===== config.mk =====
export PLATFORM = sky130hd
export DESIGN_NAME = asro_top
export DESIGN_NICKNAME = d
export VERILOG_FILES = /design/src/logic/asro_pkg.sv /design/src/logic/asro_top.sv
export SDC_FILE = /design/constraint.sdc
export NUM_CORES = 1
export LEC_CHECK = 0
export ABC_AREA = 1
export BUFFER_PORTS_ARGS = -buffer_cell sky130_fd_sc_hd__buf_2
export CAP_MARGIN = 5
export CORE_ASPECT_RATIO = 1.75
export CORE_UTILIZATION = 55
export DETAILED_ROUTE_END_ITERATION = 10
export PLACE_DENSITY = 0.88
export SYNTH_ARGS = -nofsm -noshare
export SYNTH_HDL_FRONTEND = slang
export SYNTH_SLANG_ARGS = --single-unit

===== constraint.sdc =====
create_clock -name clk_sys -period 11.3 [get_ports clk_sys]
set_clock_uncertainty 0.1 [all_clocks]
set_input_delay 1.13 -clock clk_sys [delete_from_list [all_inputs] [get_ports clk_sys]]
set_output_delay 1.13 -clock clk_sys [all_outputs]
set_load 0.03 [all_outputs]

===== src/logic/asro_pkg.sv =====
// Package with constants and types for the serial result output block
package asro_pkg;

    // ==========================================================
    // Word layout
    localparam int WORD_BITS      = 32;
    localparam int RESULT_BITS    = 24;
    localparam int SUB_BITS       = 5;
    localparam int EOC_POS        = 31;
    localparam int FILLER_POS     = 30;
    localparam int POLARITY_POS   = 29;
    localparam int RESULT_MSB_POS = 28;
    localparam int RESULT_LSB_POS = 5;

    // ==========================================================
    // Register map (byte addresses)
    localparam logic [11:0] CTRL_ADDR   = 12'h000;
    localparam logic [11:0] SAMPLE_ADDR = 12'h004;
    localparam logic [11:0] STATUS_ADDR = 12'h008;
    localparam logic [11:0] WORD_ADDR   = 12'h00C;
    localparam logic [11:0] COUNT_ADDR  = 12'h010;

    // CTRL fields
    localparam int CTRL_START_POS = 0;
    localparam int CTRL_DONE_POS  = 1;
    localparam logic [31:0] CTRL_RESET = 32'h0000_0000;
    localparam logic [31:0] SAMPLE_RESET = 32'h0000_0000;

    // STATUS fields
    localparam int ST_STATE_LSB   = 0;
    localparam int ST_EXTCLK_POS  = 2;
    localparam int ST_REJ50_POS   = 3;
    localparam int ST_EOC_POS     = 4;

    // ==========================================================
    // Timing
    localparam int CLK_HZ             = 100_000_000;
    localparam int EXT_CLK_MIN_HZ     = 2560;
    localparam int NOTCH_DIVIDE       = 2560;
    // Longest gap between external clock edges that still counts as present
    localparam int EXT_GAP_CYCLES     = CLK_HZ / EXT_CLK_MIN_HZ;

    // ==========================================================
    // Types
    typedef enum logic [1:0] {
        ASRO_CONVERT,
        ASRO_SLEEP,
        ASRO_OUTPUT
    } asro_state_t;

    typedef struct packed {
        logic        eoc;
        logic        filler_bit;
        logic        polarity_bit;
        logic [23:0] result;
        logic [4:0]  sub_lsb;
    } asro_word_t;

    typedef struct packed {
        logic        sign;
        logic        over;
        logic        under;
        logic [28:0] mag;
    } asro_sample_t;

endpackage


===== src/logic/asro_top.sv =====
// Serial result output, conversion clock selection and AHB-Lite registers
// ==========================================================
`timescale 1ns/1ps

module asro_top (
    // System
    input  wire logic                  clk_sys,
    input  wire logic                  rst_n,
    // AHB-Lite slave
    input  wire logic                  hsel,
    input  wire logic [31:0]           haddr,
    input  wire logic [1:0]            htrans,
    input  wire logic                  hwrite,
    input  wire logic [2:0]            hsize,
    input  wire logic [31:0]           hwdata,
    input  wire logic                  hready,
    output logic [31:0]                hrdata,
    output logic                       hreadyout,
    output logic                       hresp,
    // Serial link pins
    input  wire logic                  select_n,
    input  wire logic                  serial_clk,
    output logic                       serial_result_out,
    output logic                       serial_result_oe_n,
    // Rejection select pin and conversion pacing
    input  wire logic                  rejection_select_pin,
    output logic                       conv_tick,
    output logic                       ext_clk_mode,
    output logic                       rej_50hz
);
    import asro_pkg::*;

    // ==========================================================
    // Reset release
    logic rst_meta_reg, rst_sync_reg;
    always_ff @(posedge clk_sys or negedge rst_n) begin
        if (!rst_n) begin
            rst_meta_reg <= 1'b0;
            rst_sync_reg <= 1'b0;
        end else begin
            rst_meta_reg <= 1'b1;
            rst_sync_reg <= rst_meta_reg;
        end
    end
    wire logic rst_ok = rst_sync_reg;

    // ==========================================================
    // Pin synchronisers (first stage read by second only)
    logic [2:0] pin_meta_reg, pin_sync_reg;
    always_ff @(posedge clk_sys or negedge rst_ok) begin
        if (!rst_ok) begin
            pin_meta_reg <= 3'b001;
            pin_sync_reg <= 3'b001;
        end else begin
            pin_meta_reg <= {rejection_select_pin, serial_clk, select_n};
            pin_sync_reg <= pin_meta_reg;
        end
    end
    wire logic sel_n_s = pin_sync_reg[0];
    wire logic sck_s   = pin_sync_reg[1];
    wire logic rsp_s   = pin_sync_reg[2];

    logic sck_d_reg, rsp_d_reg;
    always_ff @(posedge clk_sys or negedge rst_ok) begin
        if (!rst_ok) begin
            sck_d_reg <= 1'b0;
            rsp_d_reg <= 1'b0;
        end else begin
            sck_d_reg <= sck_s;
            rsp_d_reg <= rsp_s;
        end
    end
    wire logic sck_rise = sck_s & ~sck_d_reg;
    wire logic sck_fall = ~sck_s & sck_d_reg;
    wire logic rsp_rise = rsp_s & ~rsp_d_reg;

    // ==========================================================
    // External conversion clock detection
    // Edges closer than one period of the slowest legal clock mean present
    // A lone rise (pin strapped high) is no clock: two rises within the gap are needed
    localparam int               GAP_W     = $clog2(EXT_GAP_CYCLES + 1);
    localparam logic [GAP_W-1:0] GAP_LIMIT = GAP_W'(EXT_GAP_CYCLES);
    logic [GAP_W-1:0] gap_cnt_reg;
    logic             ext_mode_reg;
    always_ff @(posedge clk_sys or negedge rst_ok) begin
        if (!rst_ok) begin
            gap_cnt_reg  <= GAP_LIMIT;
            ext_mode_reg <= 1'b0;
        end else if (rsp_rise) begin
            gap_cnt_reg  <= '0;
            if (gap_cnt_reg != GAP_LIMIT) begin
                ext_mode_reg <= 1'b1;
            end
        end else if (gap_cnt_reg == GAP_LIMIT) begin
            ext_mode_reg <= 1'b0;
        end else begin
            gap_cnt_reg <= gap_cnt_reg + 1'b1;
        end
    end

    // Notch pacing: one tick per 2560 external clocks
    logic [11:0] notch_cnt_reg;
    logic        conv_tick_reg;
    always_ff @(posedge clk_sys or negedge rst_ok) begin
        if (!rst_ok) begin
            notch_cnt_reg <= '0;
            conv_tick_reg <= 1'b0;
        end else begin
            conv_tick_reg <= 1'b0;
            if (ext_mode_reg && rsp_rise) begin
                if (notch_cnt_reg == 12'(NOTCH_DIVIDE - 1)) begin
                    notch_cnt_reg <= '0;
                    conv_tick_reg <= 1'b1;
                end else begin
                    notch_cnt_reg <= notch_cnt_reg + 1'b1;
                end
            end
        end
    end

    // Rejection level: taken only when the internal oscillator is in use
    logic rej50_reg;
    always_ff @(posedge clk_sys or negedge rst_ok) begin
        if (!rst_ok) begin
            rej50_reg <= 1'b0;
        end else if (!ext_mode_reg) begin
            rej50_reg <= rsp_s;
        end
    end

    // ==========================================================
    // Register file
    logic [31:0]  ctrl_reg;
    asro_sample_t sample_reg;
    logic         start_req;
    logic         done_req;
    logic [5:0]   bit_cnt_reg;
    asro_state_t  state_reg;
    logic [31:0]  shift_reg;

    logic        dp_write_reg;
    logic        dp_read_reg;
    logic [11:0] dp_addr_reg;
    always_ff @(posedge clk_sys or negedge rst_ok) begin
        if (!rst_ok) begin
            dp_write_reg <= 1'b0;
            dp_read_reg  <= 1'b0;
            dp_addr_reg  <= '0;
        end else if (hready) begin
            dp_write_reg <= hsel & htrans[1] & hwrite;
            dp_read_reg  <= hsel & htrans[1] & ~hwrite;
            dp_addr_reg  <= haddr[11:0];
        end
    end

    always_ff @(posedge clk_sys or negedge rst_ok) begin
        if (!rst_ok) begin
            ctrl_reg   <= CTRL_RESET;
            sample_reg <= SAMPLE_RESET;
        end else if (dp_write_reg) begin
            case (dp_addr_reg)
                CTRL_ADDR:   ctrl_reg   <= hwdata;
                SAMPLE_ADDR: sample_reg <= hwdata;
                default:     ctrl_reg   <= ctrl_reg;
            endcase
        end else begin
            ctrl_reg <= ctrl_reg & ~32'h0000_0003;
        end
    end
    assign start_req = ctrl_reg[CTRL_START_POS];
    assign done_req  = ctrl_reg[CTRL_DONE_POS];

    // Read data registered on the address phase; zero wait states
    always_ff @(posedge clk_sys or negedge rst_ok) begin
        if (!rst_ok) begin
            hrdata <= '0;
        end else if (hready && hsel && htrans[1] && !hwrite) begin
            case (haddr[11:0])
                CTRL_ADDR:   hrdata <= ctrl_reg;
                SAMPLE_ADDR: hrdata <= sample_reg;
                STATUS_ADDR: hrdata <= {27'h000_0000, state_reg == ASRO_CONVERT,
                                        rej50_reg, ext_mode_reg, state_reg};
                WORD_ADDR:   hrdata <= shift_reg;
                COUNT_ADDR:  hrdata <= {26'h000_0000, bit_cnt_reg};
                default:     hrdata <= 32'h0000_0000;
            endcase
        end
    end

    always_ff @(posedge clk_sys or negedge rst_ok) begin
        if (!rst_ok) begin
            hreadyout <= 1'b1;
            hresp     <= 1'b0;
        end else begin
            hreadyout <= 1'b1;
            hresp     <= 1'b0;
        end
    end

    // ==========================================================
    // Result encoding
    function automatic asro_word_t encode(input asro_sample_t s, input logic eoc);
        asro_word_t w;
        w.eoc        = eoc;
        w.filler_bit = 1'b0;
        if (s.over) begin
            w.polarity_bit = 1'b1;
            {w.result, w.sub_lsb} = {1'b1, 28'h000_0000};
        end else if (s.under) begin
            w.polarity_bit = 1'b0;
            {w.result, w.sub_lsb} = {1'b0, 28'hFFF_FFFF};
        end else begin
            w.polarity_bit = ~s.sign;
            {w.result, w.sub_lsb} = s.mag;
        end
        return w;
    endfunction

    // ==========================================================
    // Converter cycle and shift register
    always_ff @(posedge clk_sys or negedge rst_ok) begin
        if (!rst_ok) begin
            state_reg   <= ASRO_CONVERT;
            shift_reg   <= '0;
            bit_cnt_reg <= '0;
        end else begin
            case (state_reg)
                ASRO_CONVERT: begin
                    bit_cnt_reg <= '0;
                    if (done_req) begin
                        shift_reg <= encode(sample_reg, 1'b0);
                        state_reg <= ASRO_SLEEP;
                    end
                end
                ASRO_SLEEP: begin
                    if (!sel_n_s && sck_fall) begin
                        shift_reg   <= {shift_reg[30:0], 1'b1};
                        bit_cnt_reg <= 6'd1;
                        state_reg   <= ASRO_OUTPUT;
                    end
                end
                ASRO_OUTPUT: begin
                    if (sel_n_s) begin
                        state_reg <= ASRO_CONVERT;
                    end else if (sck_fall) begin
                        shift_reg   <= {shift_reg[30:0], 1'b1};
                        bit_cnt_reg <= bit_cnt_reg + 1'b1;
                        if (bit_cnt_reg == 6'(WORD_BITS - 1)) begin
                            state_reg <= ASRO_CONVERT;
                        end
                    end
                end
                default: state_reg <= ASRO_CONVERT;
            endcase
        end
    end

    // ==========================================================
    // Serial output pin
    always_ff @(posedge clk_sys or negedge rst_ok) begin
        if (!rst_ok) begin
            serial_result_out  <= 1'b1;
            serial_result_oe_n <= 1'b1;
        end else begin
            serial_result_oe_n <= sel_n_s;
            if (state_reg == ASRO_CONVERT) begin
                serial_result_out <= 1'b1;
            end else begin
                serial_result_out <= shift_reg[EOC_POS];
            end
        end
    end

    // Start request registered to pulse conv_tick while external clock mode is off; conversion starts itself
    logic start_seen_reg;
    always_ff @(posedge clk_sys or negedge rst_ok) begin
        if (!rst_ok) begin
            start_seen_reg <= 1'b0;
        end else begin
            start_seen_reg <= start_req;
        end
    end

    always_ff @(posedge clk_sys or negedge rst_ok) begin
        if (!rst_ok) begin
            conv_tick    <= 1'b0;
            ext_clk_mode <= 1'b0;
            rej_50hz     <= 1'b0;
        end else begin
            conv_tick    <= conv_tick_reg | (start_seen_reg & ~ext_mode_reg);
            ext_clk_mode <= ext_mode_reg;
            rej_50hz     <= rej50_reg;
        end
    end

endmodule


# [After elaboration in Yosys (flattened, before gate mapping)]
# Index checks and enable logic that the tools add are counted.
[word_totals] input_bits=77 reg_bits=196 output_inout_bits=39 word_cells=109
[op_classes] n_reduce_logical=18 n_eq_ne=20 bitwise=10 muxes=29 n_addsub=3
[ops] operator="$pmux 32 s5" count=1
[ops] operator="$mux 32" count=4
[ops] operator="$pmux 32 s3" count=1
[ops] operator="$mux 30" count=2
[ops] operator="$mux 16" count=2
[ops] operator="$eq 12x3->1 const B" count=2
[ops] operator="$eq 12x4->1 const B" count=2
[ops] operator="$logic_not 12->1" count=2
[ops] operator="$mux 6" count=3
[ops] operator="$pmux 6 s3" count=1
[ops] operator="$add 16x1->16 const B" count=1
[ops] operator="$eq 16x16->1 const B" count=1
[ops] operator="$ne 16x16->1 const B" count=1
[ops] operator="$mux 2" count=7
[ops] operator="$add 12x1->12 const B" count=1
[ops] operator="$eq 12x12->1 const B" count=1
[ops] operator="$eq 12x5->1 const B" count=1
[ops] operator="$mux 12" count=1
[ops] operator="$ne 2x2->1 const B" count=5
[ops] operator="$reduce_and 4->1" count=2
[ops] operator="$add 6x1->6 const B" count=1
[ops] operator="$eq 6x5->1 const B" count=1
[ops] operator="$mux 1" count=6
[ops] operator="$ne 3x3->1 const B" count=2
[ops] operator="other kinds (14)" count=29

# [Longest topological paths before layout]
[logic_depth] depth_word=5 ltp_mapped=13 mapped_depth_nobuf=12

# [Worst setup path after synthesis]
# OpenSTA, ideal clock, no wires.
[synth_timing] path_type="input to register" from="input haddr[11]" to="register hrdata[10]" slack_ns=9.084 setup_ns=0.066 path_stages=8 n_path_buf=1 required_ns=11.134 arrival_ns=2.050 cell_sequence="nor2_1 nand2_2 nor2_4 nand2_4 a21oi_4 buf_6 nand2_1 nand2_1"
[synth_via] elab_chain_cells=2 word_cells_on_any_way=6 classes_between="eq/ne: 4; mux: 1; reduce/logical: 1"
[synth_rtl] item="from (decl)" line="asro_top.sv:11" rtl="input wire logic [31:0] haddr,"
[synth_rtl] item="$eq 12x5->1 (tied with other cells)" line="asro_top.sv:178" rtl="case (haddr[11:0])"
[synth_rtl] item="$pmux 32 s5 *" line="asro_top.sv:178"
[synth_rtl] item="to (signal assigned)" line="asro_top.sv:179" rtl="CTRL_ADDR: hrdata <= ctrl_reg;"
[synth_rtl] item="to (signal assigned)" line="asro_top.sv:180" rtl="SAMPLE_ADDR: hrdata <= sample_reg;"
[synth_rtl] item="to (signal assigned)" line="asro_top.sv:181" rtl="STATUS_ADDR: hrdata <= {27'h000_0000, state_reg == ASRO_CONVERT,"
[synth_rtl] item="to (decl)" line="asro_top.sv:17" rtl="output logic [31:0] hrdata,"
# Every way passes the cells marked *; elsewhere a longest branch is shown, timed or not.
# A chain may end at the register's enable or synchronous reset.

# [Worst setup path after layout]
[layout_timing] from="input hready" to="register hrdata[6]"
[layout_via] elab_chain_cells=3
[layout_rtl] item="from (decl)" line="asro_top.sv:16" rtl="input wire logic hready,"
[layout_rtl] item="$logic_and 1x1->1 (3 in a row)" line="asro_top.sv:177" rtl="end else if (hready && hsel && htrans[1] && !hwrite) begin"
# No other way between the ends.

==> impl_metrics.py <==
metrics = {
    "setup_path": {
        "cp_common_cell": "nand2_1",
        "setup.worst_path.end_class": "register",
        "worstPathRequired_ns": 11.58,
        "max_stage_delay_ns": 0.76,
        "rr_worst_depth": 2,
        "crit_fanout": 28,
        "cp_cell_sequence": "buf_2, nand3_1, nor2_1, inv_2, a21oi_4, nand2_1, nand2_1",
        "critPathArrivalTime_ns": 3.74,
        "cp-start-kind": "input pin",
        "path_class": "input pin to register",
        "crit_path_top_delay_cell": "a21oi_4",
    },
    "global_routing": {
        "grtUsageMet3_pct": 4.463,
        "grt_max_degree": 103,
        "grt.total_usage_pct": 26.65,
        "grt_pass1_wl_um": 36440,
        "antenna_found_initial": 1,
        "busiest_layer": "met2",
        "grt.met2_usage_pct": 47.17,
        "grt_overflow": 0,
        "grt_pass1_vias": 7949,
        "grtUsageMet1_pct": 28.58,
    },
    "sta": {
        "finalSetupTns_ns": 0,
        "grt_setup_unrepaired": "no",
        "finalSetupViolations": 0,
        "finalCriticalPeriod_ns": 3.460,
        "finalCritPeriodShare_pct": 30.62,
        "slew_headroom_pct": 19.56,
        "maxSlewViolCount": 0,
        "hold_viol_final": 0,
        "fmax_mhz": 289.0,
        "tightest_slew_ns": 1.207,
    },
    "power_and_ir_drop": {
        "p_sw_uw": 561.5,
        "combPwrFrac_pct": 18.3,
        "ir_drop_mv": 0.1110,
        "switching_share_pct": 31.83,
        "powerDensity_nw_per_um2": 169.9,
        "p_int_uw": 1203,
        "p_clk_share_pct": 35.5,
        "seqPwrFrac_pct": 46.1,
        "power_leakage_uw": 0.005319,
    },
    "placement": {
        "dp_hpwl_um": 14230,
        "port_buffers": 89,
        "dp.cells": 1411,
        "placed_cell_area_um2": 9773,
        "routabilityCongestion": 0.8841,
    },
    "detailed_routing": {
        "dr.pass1.iters": 5,
        "wl_per_cell_um": 15.32,
        "drcViolationCount": 0,
        "drtIter0Drc": 674,
        "routed_wl_um": 22130,
        "vias": 8057,
        "vias_per_cell": 5.580,
        "ant_nets": 0,
    },
    "die": {
        "fp.dieH_um": 174.2,
        "pin_count": 116,
        "die_w_um": 100.4,
        "start_util_pct": 56.41,
        "dieArea_um2": 17490,
        "rows": 62,
        "design.core.area_um2": 16520,
    },
    "synthesis": {
        "avgSynthCellArea_um2": 8.105,
        "yosys_register_bits": 196,
        "synth_top_area_share_pct": 49.67,
        "synth_warnings": 0,
        "synth_area_leaders": "dfrtp_1 50%, nand2_1 11%, nand3_1 8.4%",
        "synthesis.area_um2": 9320,
        "syn-instance-count": 1150,
        "yosysSeqAreaShare_pct": 52.77,
        "synth_cell_type_count": 33,
        "synth_area_leader_cell": "dfrtp_1",
    },
    "clock_network": {
        "htree_levels": 4,
        "cts_tree": "built",
        "numCtsBuffers": 17,
        "clk_path_buf_depth": 2,
        "ctsHoldBuffers": 0,
        "postCtsSetupBuffers": 0,
        "clockRootBuffer": "clkbuf_16",
        "cts.sinks": 196,
        "cts.clk_slew.worst_paths_ns": 0.07,
        "cts-resized-gates": 0,
        "clkLatencyLatePin_ns": 0.44,
    },
    "finish": {
        "fill_cells": 1334,
        "fin_area_um2": 10390,
        "finalNonFillerCells": 1444,
        "drive_above_1_share_pct": 13.13,
        "nNetsFinal": 1294,
        "area_delta_synth_final_pct": 11.42,
    },
    "outcome": {
        "outcome": "completed",
    },
    "job": {
        "cap_violations": 0,
    },
    "min_path": {
        "hold_path_class": "register to async pin",
    },
}
## cells in the final DEF (no fill, tap or decap), drive strengths merged, types with 6 or more instances in the layout
master,n
ha,11
nor2,117
o21ai,129
nand2,278
clkinv,6
nand3,156
inv,109
nor3,18
dfrtp,185
buf,95
nand4,12
a21oi,51
clkbuf,18
dfstp,11
## cell type report
class	instances	area (um^2)	share of cell area, %
inverters	107	401.6	3.867
clock inverters	14	180.2	1.735
flip-flops and latches	196	4922	47.40
multi-input cells	789	3679	35.42
well taps	224	280.3	2.699
clock buffers	18	429.2	4.133
diodes	1	2.502	0.02410
repair buffers	95	490.5	4.723
## through the flow
| stage | setup WS [ns] | total power [uW] | util [%] | hold slack (ns) |
|---|---|---|---|---|
| 2_1_floorplan | 5.353 | 1065 | - | 0.2312 |
| 4_1_cts | 7.887 | 1768 | 62.84 | 0.2521 |
| 6_report | 7.840 | 1764 | 62.85 | 0.2311 |
| 5_1_grt | 7.648 | 1840 | 62.85 | 0.2566 |
| 3_5_place_dp | 7.429 | 1142 | 59.15 | 0.2371 |
| 3_3_place_gp | 7.430 | 1127 | 59.15 | 0.2350 |
## kinds of logic (layout without fill, tap and decap cells)
family,Yosys count,count (layout),synth area share (%)
buf+inv,166,234,7.880
fa+ha+maj,11,11,1.477
flops,196,196,52.77
other cells,2,4,0.08058
xor+xnor,6,6,0.5639
compound gates,186,186,10.27
simple gates,583,583,26.96
## worst max-delay path: cells and delay by family
kind | cells | cell delay (ns)
AND/OR/NAND/NOR | 4 | 1.04
buffers and inverters | 2 | 0.79
AO/OA/AOI/OAI | 1 | 0.76
## cell usage after synthesis
cell / n
o21ai_2: 1
nor2_4: 5
ha_1: 11
dfrtp_1: 185
inv_2: 3
nand2_2: 4
buf_2: 13
nor2_1: 109
clkbuf_2: 1
conb_1: 2
a21oi_1: 50
a21oi_4: 1
nand3b_1: 1
or2_2: 1
nand2_4: 2
nand3_1: 156
xnor2_1: 3
o21ai_0: 118
buf_6: 6
o21ai_1: 10
inv_1: 104
nor2_2: 3
o31ai_1: 1
a21o_1: 1
o22ai_1: 3
clkbuf_1: 26
nand2_1: 272
xor2_1: 3
dfstp_2: 11
nand4_1: 12
o21a_1: 1
buf_4: 13
nor3_1: 18
## worst paths after layout
path                                             endpoint                       from  slack, ns
worst max register to register  shift_reg[17]$_DFFE_PN0P_           rst_ok$_DFF_PN0_       8.60
worst max-delay path                hrdata[6]$_DFFE_PN0P_                     hready       7.84
worst min-delay path               hrdata[18]$_DFFE_PN0P_           rst_ok$_DFF_PN0_       0.23
min in group clk_sys            pin_sync_reg[1]$_DFF_PN0_  pin_meta_reg[1]$_DFF_PN0_       0.25
max in group asynchronous       shift_reg[17]$_DFFE_PN0P_           rst_ok$_DFF_PN0_       8.60
worst min register to register     hrdata[18]$_DFFE_PN0P_           rst_ok$_DFF_PN0_       0.23
## power by group through the flow
stage | registers (uW) | clock network [uW] | logic (uW)
4_1_cts | 813 | 633 | 322
5_1_grt | 821 | 659 | 360
6_report | 814 | 627 | 323
3_5_place_dp | 826 | 0 | 316
2_1_floorplan | 831 | 0 | 234
3_3_place_gp | 823 | 0 | 304
## layer usage
metal / wire, um / part of all wire (%) / up-vias
met1: 8089 / 37 / 3842
met4: 1272 / 5.7 / 0
met5: 0 / 0 / -
li1: - / - / 3835
met3: 1033 / 4.7 / 86
met2: 11730 / 53 / 294
(Power assumes the default switching activity.)
